## src/alu_pkg.sv

```systemverilog
// Constants, types and encodings shared by the arithmetic section
// Summary of operation
// - Accesses to external data addresses 0x0800 to 0x08FF are flagged as radio register hits.
// - The accumulator answers at special address 0xE0, the auxiliary register at 0xF0, status at 0xD0.
// - The arithmetic unit is eight bits wide and works with accumulator, auxiliary and status.
// - Status bits from 7 to 0 are carry, half carry, user flag zero, bank select (2), overflow, user flag one, parity.
// - The bank select maps the eight working registers to 0x00, 0x08, 0x10 or 0x18 upward.
// - Add, subtract, multiply, divide, increment, decrement, decimal adjust and compare are supported.
// - AND, OR, exclusive OR, complement and rotate work on byte operands.
// - Single bits can be set, cleared, complemented, tested for jumps, cleared on test, and moved with carry.
// - The auxiliary register feeds and receives multiply and divide, else acts as a plain register.
`default_nettype none
package alu_pkg;
  localparam logic [7:0] ACC_ADDR = 8'hE0;
  localparam logic [7:0] AUX_ADDR = 8'hF0;
  localparam logic [7:0] PSW_ADDR = 8'hD0;
  localparam logic [15:0] RADIO_LO = 16'h0800;
  localparam logic [15:0] RADIO_HI = 16'h08FF;
  localparam logic [7:0] RESET_BYTE = 8'h00;
  localparam int CY_BIT = 7;
  localparam int AC_BIT = 6;
  localparam int F0_BIT = 5;
  localparam int RS_HI = 4;
  localparam int RS_LO = 3;
  localparam int OV_BIT = 2;
  localparam int F1_BIT = 1;
  localparam int P_BIT = 0;
  localparam int DIV_STEPS = 8;
  localparam logic [3:0] DIV_LAST = 4'h7;

  typedef enum logic [4:0] {
    OP_NOP = 5'h00, OP_ADD = 5'h01, OP_ADDC = 5'h02, OP_SUBB = 5'h03,
    OP_INC = 5'h04, OP_DEC = 5'h05, OP_MUL = 5'h06, OP_DIV = 5'h07,
    OP_DA = 5'h08, OP_CMP = 5'h09, OP_AND = 5'h0A, OP_OR = 5'h0B,
    OP_XOR = 5'h0C, OP_CPL = 5'h0D, OP_RL = 5'h0E, OP_RR = 5'h0F,
    OP_RLC = 5'h10, OP_RRC = 5'h11, OP_CLR = 5'h12, OP_BSET = 5'h13,
    OP_BCLR = 5'h14, OP_BCPL = 5'h15, OP_BTST = 5'h16, OP_BTCLR = 5'h17,
    OP_BTOC = 5'h18, OP_CTOB = 5'h19
  } alu_op_t;

  typedef enum logic [1:0] {
    ST_IDLE = 2'b00,
    ST_DIV = 2'b01
  } alu_state_t;
endpackage : alu_pkg
`default_nettype wire

```

## src/sfr_if.sv

```systemverilog
// Special function access channel between core top and status word unit
`default_nettype none
interface sfr_if;
  logic wr;
  logic [7:0] addr;
  logic [7:0] wdata;
  logic [7:0] psw;
  modport core (output wr, output addr, output wdata, input psw);
  modport unit (input wr, input addr, input wdata, output psw);
endinterface : sfr_if
`default_nettype wire

```

## src/alu_core.sv

```systemverilog
// Eight-bit arithmetic and Boolean unit with accumulator and auxiliary register
`default_nettype none
module alu_core #(
  parameter int WIDTH = 8
) (
  input wire logic mclk,
  input wire logic rstn,
  input wire logic op_valid,
  input wire logic [4:0] op_code,
  input wire logic [7:0] operand,
  input wire logic [2:0] bit_sel,
  output logic op_ready,
  output logic jump_taken,
  output logic bit_out,
  input wire logic sfr_wr,
  input wire logic sfr_rd,
  input wire logic [7:0] sfr_addr,
  input wire logic [7:0] sfr_wdata,
  output logic [7:0] sfr_rdata,
  output logic sfr_hit,
  input wire logic [15:0] external_data_space_addr,
  output logic radio_sel,
  output logic [4:0] bank_base
);
  typedef struct packed {
    alu_pkg::alu_state_t state;
    logic [7:0] acc;
    logic [7:0] aux;
    logic [3:0] cnt;
    logic [7:0] rem;
    logic jmp;
    logic bo;
    logic [7:0] rdata;
  } core_state_t;
  core_state_t st_r, st_nxt;
  sfr_if sfr();
  logic flag_we;
  logic [7:0] flag_mask, flag_val, psw;
  logic parity;

  assign sfr.wr = sfr_wr;
  assign sfr.addr = sfr_addr;
  assign sfr.wdata = sfr_wdata;
  assign psw = sfr.psw;
  assign parity = ^st_r.acc;

  psw_unit u_psw (
    .mclk(mclk),
    .rstn(rstn),
    .sfr(sfr),
    .flag_we(flag_we),
    .flag_mask(flag_mask),
    .flag_val(flag_val),
    .parity(parity),
    .bank_base(bank_base)
  );

  // Decoder for radio register window in external data space
  assign radio_sel = external_data_space_addr >= alu_pkg::RADIO_LO && external_data_space_addr <= alu_pkg::RADIO_HI;
  assign sfr_hit = sfr_addr == alu_pkg::ACC_ADDR || sfr_addr == alu_pkg::AUX_ADDR ||
    sfr_addr == alu_pkg::PSW_ADDR;
  assign op_ready = st_r.state == alu_pkg::ST_IDLE;
  assign jump_taken = st_r.jmp;
  assign bit_out = st_r.bo;
  assign sfr_rdata = st_r.rdata;

  // Operation datapath; divide runs bit-serially to save a wide divider
  always_comb
  begin
    logic cy, ov, b;
    logic [8:0] s9;
    logic [4:0] s5;
    logic [15:0] prod;
    logic [8:0] trial;
    logic [7:0] da;
    logic [7:0] bm;
    cy = psw[alu_pkg::CY_BIT];
    ov = 1'b0;
    b = 1'b0;
    s9 = '0;
    s5 = '0;
    prod = '0;
    trial = '0;
    da = '0;
    bm = 8'h01 << bit_sel;
    st_nxt = st_r;
    st_nxt.jmp = 1'b0;
    flag_we = 1'b0;
    flag_mask = 8'h00;
    flag_val = 8'h00;
    // Register reads sample current contents
    if (sfr_rd)
    begin
      case (sfr_addr)
        alu_pkg::ACC_ADDR: st_nxt.rdata = st_r.acc;
        alu_pkg::AUX_ADDR: st_nxt.rdata = st_r.aux;
        alu_pkg::PSW_ADDR: st_nxt.rdata = psw;
        default: st_nxt.rdata = alu_pkg::RESET_BYTE;
      endcase
    end
    if (sfr_wr && sfr_addr == alu_pkg::ACC_ADDR)
      st_nxt.acc = sfr_wdata;
    if (sfr_wr && sfr_addr == alu_pkg::AUX_ADDR)
      st_nxt.aux = sfr_wdata;
    case (st_r.state)
      alu_pkg::ST_IDLE:
      begin
        if (op_valid)
        begin
          case (alu_pkg::alu_op_t'(op_code))
            alu_pkg::OP_ADD, alu_pkg::OP_ADDC, alu_pkg::OP_SUBB, alu_pkg::OP_CMP:
            begin
              b = (op_code == alu_pkg::OP_ADD) ? 1'b0 : cy;
              if (op_code == alu_pkg::OP_ADD || op_code == alu_pkg::OP_ADDC)
              begin
                s9 = {1'b0, st_r.acc} + {1'b0, operand} + {8'h00, b};
                s5 = {1'b0, st_r.acc[3:0]} + {1'b0, operand[3:0]} + {4'h0, b};
                ov = (st_r.acc[7] == operand[7]) && (s9[7] != st_r.acc[7]);
              end
              else
              begin
                s9 = {1'b0, st_r.acc} - {1'b0, operand} - {8'h00, b};
                s5 = {1'b0, st_r.acc[3:0]} - {1'b0, operand[3:0]} - {4'h0, b};
                ov = (st_r.acc[7] != operand[7]) && (s9[7] != st_r.acc[7]);
              end
              // Compare only sets carry, leaving the accumulator intact
              if (op_code != alu_pkg::OP_CMP)
              begin
                st_nxt.acc = s9[7:0];
                flag_mask = 8'hC4;
              end
              else
                flag_mask = 8'h80;
              flag_we = 1'b1;
              flag_val = {s9[8], s5[4], 3'b000, ov, 2'b00};
            end
            alu_pkg::OP_INC: st_nxt.acc = st_r.acc + 8'h01;
            alu_pkg::OP_DEC: st_nxt.acc = st_r.acc - 8'h01;
            alu_pkg::OP_MUL:
            begin
              prod = st_r.acc * st_r.aux;
              st_nxt.acc = prod[7:0];
              st_nxt.aux = prod[15:8];
              flag_we = 1'b1;
              flag_mask = 8'h84;
              flag_val = {5'h00, prod[15:8] != 8'h00, 2'b00};
            end
            alu_pkg::OP_DIV:
            begin
              flag_we = 1'b1;
              flag_mask = 8'h84;
              flag_val = {5'h00, st_r.aux == 8'h00, 2'b00};
              if (st_r.aux != 8'h00)
              begin
                st_nxt.state = alu_pkg::ST_DIV;
                st_nxt.cnt = 4'h0;
                st_nxt.rem = 8'h00;
              end
            end
            alu_pkg::OP_DA:
            begin
              da = st_r.acc;
              s9 = {1'b0, da};
              if (da[3:0] > 4'h9 || psw[alu_pkg::AC_BIT])
                s9 = s9 + 9'h006;
              if (s9[8:4] > 5'h09 || cy)
                s9 = s9 + 9'h060;
              st_nxt.acc = s9[7:0];
              flag_we = 1'b1;
              flag_mask = 8'h80;
              flag_val = {s9[8] | cy, 7'h00};
            end
            alu_pkg::OP_AND: st_nxt.acc = st_r.acc & operand;
            alu_pkg::OP_OR: st_nxt.acc = st_r.acc | operand;
            alu_pkg::OP_XOR: st_nxt.acc = st_r.acc ^ operand;
            alu_pkg::OP_CPL: st_nxt.acc = ~st_r.acc;
            alu_pkg::OP_CLR: st_nxt.acc = alu_pkg::RESET_BYTE;
            alu_pkg::OP_RL: st_nxt.acc = {st_r.acc[6:0], st_r.acc[7]};
            alu_pkg::OP_RR: st_nxt.acc = {st_r.acc[0], st_r.acc[7:1]};
            alu_pkg::OP_RLC, alu_pkg::OP_RRC:
            begin
              if (op_code == alu_pkg::OP_RLC)
                {b, st_nxt.acc} = {st_r.acc, cy};
              else
                {st_nxt.acc, b} = {cy, st_r.acc};
              flag_we = 1'b1;
              flag_mask = 8'h80;
              flag_val = {b, 7'h00};
            end
            // Bit ops address the accumulator bits; bit test outputs result
            alu_pkg::OP_BSET: st_nxt.acc = st_r.acc | bm;
            alu_pkg::OP_BCLR: st_nxt.acc = st_r.acc & ~bm;
            alu_pkg::OP_BCPL: st_nxt.acc = st_r.acc ^ bm;
            alu_pkg::OP_BTST: st_nxt.jmp = ~st_r.acc[bit_sel];
            alu_pkg::OP_BTCLR:
            begin
              st_nxt.jmp = st_r.acc[bit_sel];
              st_nxt.acc = st_r.acc & ~bm;
            end
            alu_pkg::OP_BTOC:
            begin
              flag_we = 1'b1;
              flag_mask = 8'h80;
              flag_val = {st_r.acc[bit_sel], 7'h00};
            end
            alu_pkg::OP_CTOB:
            begin
              st_nxt.acc = cy ? (st_r.acc | bm) : (st_r.acc & ~bm);
              st_nxt.bo = cy;
            end
            default: st_nxt.acc = st_r.acc;
          endcase
        end
      end
      alu_pkg::ST_DIV:
      begin
        // Restoring division: quotient shifts into acc, remainder into aux
        trial = {st_r.rem, st_r.acc[7]} - {1'b0, st_r.aux};
        if (!trial[8])
        begin
          st_nxt.rem = trial[7:0];
          st_nxt.acc = {st_r.acc[6:0], 1'b1};
        end
        else
        begin
          st_nxt.rem = {st_r.rem[6:0], st_r.acc[7]};
          st_nxt.acc = {st_r.acc[6:0], 1'b0};
        end
        st_nxt.cnt = st_r.cnt + 4'h1;
        if (st_r.cnt == alu_pkg::DIV_LAST)
        begin
          st_nxt.aux = st_nxt.rem;
          st_nxt.state = alu_pkg::ST_IDLE;
        end
      end
      default: st_nxt.state = alu_pkg::ST_IDLE;
    endcase
  end

  always_ff @(posedge mclk or negedge rstn)
  begin
    if (!rstn)
      st_r <= '0;
    else
      st_r <= st_nxt;
  end
endmodule : alu_core
`default_nettype wire

```

## src/psw_unit.sv

```systemverilog
// Program status word register with flag updates and bank mapping
`default_nettype none
module psw_unit (
  input wire logic mclk,
  input wire logic rstn,
  sfr_if.unit sfr,
  input wire logic flag_we,
  input wire logic [7:0] flag_mask,
  input wire logic [7:0] flag_val,
  input wire logic parity,
  output logic [4:0] bank_base
);
  typedef struct packed {
    logic [7:0] psw;
  } psw_state_t;
  psw_state_t st_r, st_nxt;

  // ALU flag update wins over a software write in the same cycle
  always_comb
  begin
    st_nxt = st_r;
    if (sfr.wr && sfr.addr == alu_pkg::PSW_ADDR)
      st_nxt.psw = sfr.wdata;
    if (flag_we)
      st_nxt.psw = (st_nxt.psw & ~flag_mask) | (flag_val & flag_mask);
    st_nxt.psw[alu_pkg::P_BIT] = parity;
  end

  always_ff @(posedge mclk or negedge rstn)
  begin
    if (!rstn)
      st_r <= '0;
    else
      st_r <= st_nxt;
  end

  // Stored parity bit is one cycle behind the accumulator; mux live value
  always_comb
  begin
    sfr.psw = st_r.psw;
    sfr.psw[alu_pkg::P_BIT] = parity;
  end

  // Working registers sit at bank times eight
  assign bank_base = {st_r.psw[alu_pkg::RS_HI:alu_pkg::RS_LO], 3'b000};
endmodule : psw_unit
`default_nettype wire

```

## config.mk

```make
export PLATFORM = sky130hd
export DESIGN_NAME = alu_core
export DESIGN_NICKNAME = d
export VERILOG_FILES = /design/src/alu_pkg.sv /design/src/sfr_if.sv /design/src/alu_core.sv /design/src/psw_unit.sv
export SDC_FILE = /design/constraint.sdc
export NUM_CORES = 1
export LEC_CHECK = 0
export BUFFER_PORTS_ARGS = -buffer_cell sky130_fd_sc_hd__buf_2
export CORE_ASPECT_RATIO = 1.1
export CORE_MARGIN = 8
export CORE_UTILIZATION = 40
export DETAILED_ROUTE_END_ITERATION = 8
export GPL_TIMING_DRIVEN = 0
export PLACE_DENSITY = 0.58
export REMOVE_ABC_BUFFERS = 1
export SLEW_MARGIN = 20
export SYNTH_ARGS = -nofsm -noshare
export SYNTH_HDL_FRONTEND = slang
export SYNTH_SLANG_ARGS = --single-unit
```

## constraint.sdc

```tcl
create_clock -name mclk -period 6.9 [get_ports mclk]
set_input_delay 0.345 -clock mclk [delete_from_list [all_inputs] [get_ports mclk]]
set_output_delay 0.345 -clock mclk [all_outputs]
set_load 0.03 [all_outputs]
```

==> results.cfg, run 1 <==
[outcome]
status = complete, no violations

[route]
via_per_inst = 6.09
final_antenna_net_count = 0
num_vias = 8020
drtIter0Drc = 850
drc = 0
routedWlPerCell_um = 21.9
firstDrtPassIters = 5
wl_um = 28800

[floorplan]
io_pins = 71
initial_core_util_pct = 40.6
core_area_mm2 = 0.0204
dieArea_mm2 = 0.0256
row_count = 55
die_w_um = 153
die_height_um = 167

[sta]
fmax_ghz = 0.158
finalCriticalPeriod_ns = 6.34
tns_ns = 0
whs_ns = 0.0689
maxSlewViolCount = 0
max_slew_margin_pct = 29.5
fin_crit_sh_pct = 91.9
setup-violations-final = 0
rsz0062_at_grt = no
skew_ns = 0.00575
hold_viol = 0
worstMarginPinSlew_ns = 1.06

[clock_tree]
clk_pin_slew_ns = 0.07
cts_sinks = 46
cts_tree = yes
clock-root-buffer = clkbuf_16
clk_latency_ns = 0.29
h-tree-depth = 2
holdBufCountCts = 0
ctsResizeCount = 0
post_cts_buffers = 0
cts_buffer_depth = 2
cts_buffers = 5

[yosys]
yosysMostFrequentCell = nor2_1
synth_cell_types = 83
ys.flop_type = dfrtp_1
synth-edff-count = 0
ys_top_cells_by_area = dfrtp_1, ha_1, fa_1, nor2_1, inv_1
synthAdderAreaFrac_pct = 23.9
synth_mux_area_share_pct = 5.96
async_flop_share_pct = 100
syn-instance-count = 1050
syn_avg_cell_area_um2 = 7.90
synth.cell_area_mm2 = 0.00829
yosysTopAreaCell = dfrtp_1
yosys.area.top_type_share_pct = 13.9
synth-compound-area-share_pct = 23.0
synth_simple_gate_area_share_pct = 20.4
synth_warnings = 0
synth_top_family_by_area = adder cells
ys_top_cells_by_count = nor2_1, inv_1, nand2_1
yosysSeqAreaShare_pct = 13.9
ys_ff_latch = 46
synthXorXnorAreaFrac_pct = 4.86

[cells_and_area]
post-route-util_pct = 43.0
area_delta_synth_final_pct = 6.04
multi_input_area_mm2 = 0.00650
seqCellArea_mm2 = 0.00115
nets = 1246
design_area_mm2 = 0.00879
drive_gt1_share_pct = 9.61
n_antenna_cell = 0
fillers = 2101

[worst_setup_path]
required_ns = 7.11
cp.arrival_ns = 6.55
worstSetupEndpointType = register
crit_chain = clkinv_1 -> nor2_1 -> fa_1 -> fa_1 -> fa_1 -> inv_1 -> fa_1 -> inv_1 -> ha_1 -> o21a_1 -> o31a_1 -> o21a_1 -> a311o_1 -> xor2_1 -> nor2_1 -> a41oi_1
path_class = register to register
cp_common_cell = fa_1
crit_slowest_cell = dfrtp_1
critical_path.max_stage_delay_ns = 1.02
r2r-start = st_r[31]$_DFFE_PN0P_
crit_start = st_r[31]$_DFFE_PN0P_
cp_max_fo = 19
critPathLaunchType = register

[placement]
portBuffers = 59
routabilityCongestion = 0.976
place_area_mm2 = 0.00863
place_hpwl_um = 22100

[run]
max_cap_violations = 0

[grt]
grt_pass1_vias = 7894
grt_pass1_wl_um = 45300
grt_overflow = 0
grt_usage_pct = 22.2
antenna_found_initial = 1
grt_max_degree = 47

[worst_hold_path]
min_path_type = input pin to asynchronous set/reset pin
[layer usage]
| layer | part of all wire [%] | vias to the layer above | GRT usage [%] |
|---|---|---|---|
| met5 | 0.045 | - | 0 |
| met4 | 3.3 | 2 | 8.83 |
| met3 | 8.0 | 65 | 3.05 |
| met2 | 46 | 361 | 36.1 |
| met1 | 42 | 3827 | 29.2 |
| li1 | - | 3765 | - |
[layout make-up]
class,count,area share [%]
clock buffers,6,1.47
clock inverters,2,0.157
inverters,101,4.31
multi-input cells,847,73.9
flip-flops and latches,46,13.1
well taps,256,3.64
repair buffers,59,3.39
[per-stage QoR]
step                      std cells  worst slack (ns)
final                          1317             0.562
after global routing           1317             0.194
after CTS                      1317             0.545
after detailed placement       1309             0.557
after global placement         1309             0.671
after floorplan                 994              1.85
[path summary, 6_finish.rpt]
| kind | slack, ns | cells past startpoint | to |
|---|---|---|---|
| worst max-delay path | 0.56 | 16 | u_psw.st_r[2]$_DFF_PN0_ |
| worst min-delay path | 0.07 | 1 | st_r[18]$_DFFE_PN0P_ |
| worst max register to register | 0.56 | 16 | u_psw.st_r[2]$_DFF_PN0_ |
| worst min register to register | 0.51 | 2 | bit_out$_DFFE_PN0P_ |
| max in group asynchronous | 6.41 | 1 | st_r[37]$_DFFE_PN0P_ |
| min in group mclk | 0.34 | 2 | u_psw.st_r[5]$_DFFE_PN0P_ |
[critical path, delay by kind of cell (launching register included)]
kind / cells / cell delay [ns]
fa+ha+maj: 5 / 2.42
flops: 1 / 1.02
compound gates: 5 / 1.01
buf+inv: 3 / 0.96
simple gates: 2 / 0.49
xor+xnor: 1 / 0.35
[cells in the final DEF (no fill, tap or decap), types with 15 or more instances in the layout]
master / netlist / layout
xnor2_1: 33 / 32
nand3_1: 20 / 20
nor3_1: 20 / 20
and2_1: 15 / 15
nand2_1: 93 / 93
mux2_2: 15 / 15
a21o_1: 15 / 15
ha_1: 91 / 91
fa_1: 42 / 42
o22ai_1: 16 / 16
o21ai_0: 55 / 55
inv_1: 95 / 95
nor2_1: 105 / 105
mux2i_1: 28 / 28
a21oi_1: 54 / 54
dfrtp_1: 46 / 46
buf_2: 8 / 58
[logic make-up after synthesis]
| group | count (synthesis) |
|---|---|
| buf+inv | 159 |
| compound gates | 278 |
| other cells | 1 |
| mux | 45 |
| fa+ha+maj | 133 |
| simple gates | 342 |
| flops | 46 |
| xor+xnor | 46 |
[sequential cells by signal, summed over array words and instances (netlist names)]
name and flops:
bit_out 1, jump_taken 1, sfr_rdata 8, st_r 29, u_psw.st_r 7
Power of run 1 is left out: the tool's default activity adds up to more than one toggle a clock period on the data nets, which glitch-free logic cannot reach.
==> run 2: changes to the inputs <==
Settings changed: CELL_PAD_IN_SITES_DETAIL_PLACEMENT set to 1, CELL_PAD_IN_SITES_GLOBAL_PLACEMENT set to 1, PLACE_DENSITY 0.58 to 0.74.
==> results.cfg, run 2 (same netlist as run 1, synthesis figures left out) <==
[cells_and_area]
fillers = 2515
drive_gt1_share_pct = 9.61
multi_input_area_mm2 = 0.00649
seqCellArea_mm2 = 0.00115
area_delta_synth_final_pct = 6.60
post-route-util_pct = 43.2
largest_register_ffs = 29
layout_common_cells = nor2_1, inv_1, nand2_1
final_common_cell = nor2_1
n_antenna_cell = 0
nets = 1246
regMostFlops = st_r

[sta]
finalCriticalPeriod_ns = 6.46
fin_crit_sh_pct = 93.6
maxSlewViolCount = 0
tns_ns = 0
hold_viol = 0
setup-violations-final = 0
rsz0062_at_grt = no
worstMarginPinSlew_ns = 1.09
max_slew_margin_pct = 27.3
skew_ns = 0.00969
fmax_ghz = 0.155

[clock_tree]
clock-root-buffer = clkbuf_16
ctsResizeCount = 0
cts_sinks = 46
cts_buffers = 5
post_cts_buffers = 0
clk_latency_ns = 0.29
clk_pin_slew_ns = 0.07
cts_tree = yes
holdBufCountCts = 0
cts_buffer_depth = 2
h-tree-depth = 2

[worst_setup_path]
worstSetupEndpointType = register
cp_max_fo = 19
required_ns = 7.04
critPathLaunchType = register
path_class = register to register
cp.arrival_ns = 6.60

[floorplan]
dieArea_mm2 = 0.0256
initial_core_util_pct = 40.6
die_w_um = 153
die_height_um = 167
row_count = 55
core_area_mm2 = 0.0204
io_pins = 71

[route]
drtIter0Drc = 669
final_antenna_net_count = 0
routedWlPerCell_um = 23.6
firstDrtPassIters = 5
num_vias = 8270
drc = 0
via_per_inst = 6.28
wl_um = 31100

[run]
max_cap_violations = 0

[placement]
portBuffers = 59
place_hpwl_um = 24100
routabilityCongestion = 0.940

[grt]
grt_overflow = 0
antenna_found_initial = 0
grt.busiest_layer = met2
use_met2_pct = 41.1
grt_pass1_wl_um = 49100
use_met1_pct = 30.9
grt_usage_pct = 24.0
grt_max_degree = 47
grt_use_met3_pct = 2.12
grt_pass1_vias = 8526

[worst_hold_path]
min_path_type = input pin to asynchronous set/reset pin

[outcome]
status = complete, no violations
-- run 2: area by class of cell --
type,instances,area share [%]
Timing Repair Buffer,59,3.37
Inverter,101,4.29
Clock inverter,3,0.779
Sequential cell,46,13.0
Clock buffer,5,1.42
Multi-Input combinational cell,847,73.5
Tap cell,256,3.62
-- run 2: worst paths after layout --
path / start / endpoint / slack [ns] / depth (start not counted)
max: st_r[31]$_DFFE_PN0P_ / u_psw.st_r[2]$_DFF_PN0_ / 0.44 / 17
min: rstn / st_r[18]$_DFFE_PN0P_ / 0.07 / 1
max reg2reg: st_r[31]$_DFFE_PN0P_ / u_psw.st_r[2]$_DFF_PN0_ / 0.44 / 17
min reg2reg: u_psw.st_r[1]$_DFFE_PN0P_ / u_psw.st_r[1]$_DFFE_PN0P_ / 0.51 / 1
max in group asynchronous: rstn / u_psw.st_r[7]$_DFF_PN0_ / 6.41 / 1
min in group mclk: sfr_wdata[3] / u_psw.st_r[3]$_DFFE_PN0P_ / 0.34 / 2
-- run 2: worst max-delay path, stage by stage (launching register included) --
cell,delay [ns]
dfrtp_1,1.07
clkinv_1,0.87
nor2_1,0.36
fa_1,0.48
fa_1,0.53
fa_1,0.57
inv_1,0.06
fa_1,0.53
inv_1,0.04
ha_1,0.25
nor3_1,0.23
o21ai_0,0.19
nand2_1,0.14
o21bai_1,0.10
xnor2_1,0.21
or3_1,0.41
nor3_1,0.15
a41oi_1,0.13
-- run 2: through the flow --
step                setup slack [ns]  instances  hold slack, ns  cell area, µm²
CTS                            0.473       1317           0.295            8830
finish                         0.441       1317          0.0682            8840
global placement               0.562       1309           0.485            8630
floorplan                       1.85        994          0.0494            8020
global route                  0.0792       1317           0.111            8840
detailed placement             0.509       1309           0.496            8630
-- run 2: per-layer routing --
metal,vias up,share of wire (%)
met1,4143,43
met2,301,48
met4,0,3.2
met3,68,5.6
met5,-,0
li1,3758,-
Power of run 2 is left out for the same reason.
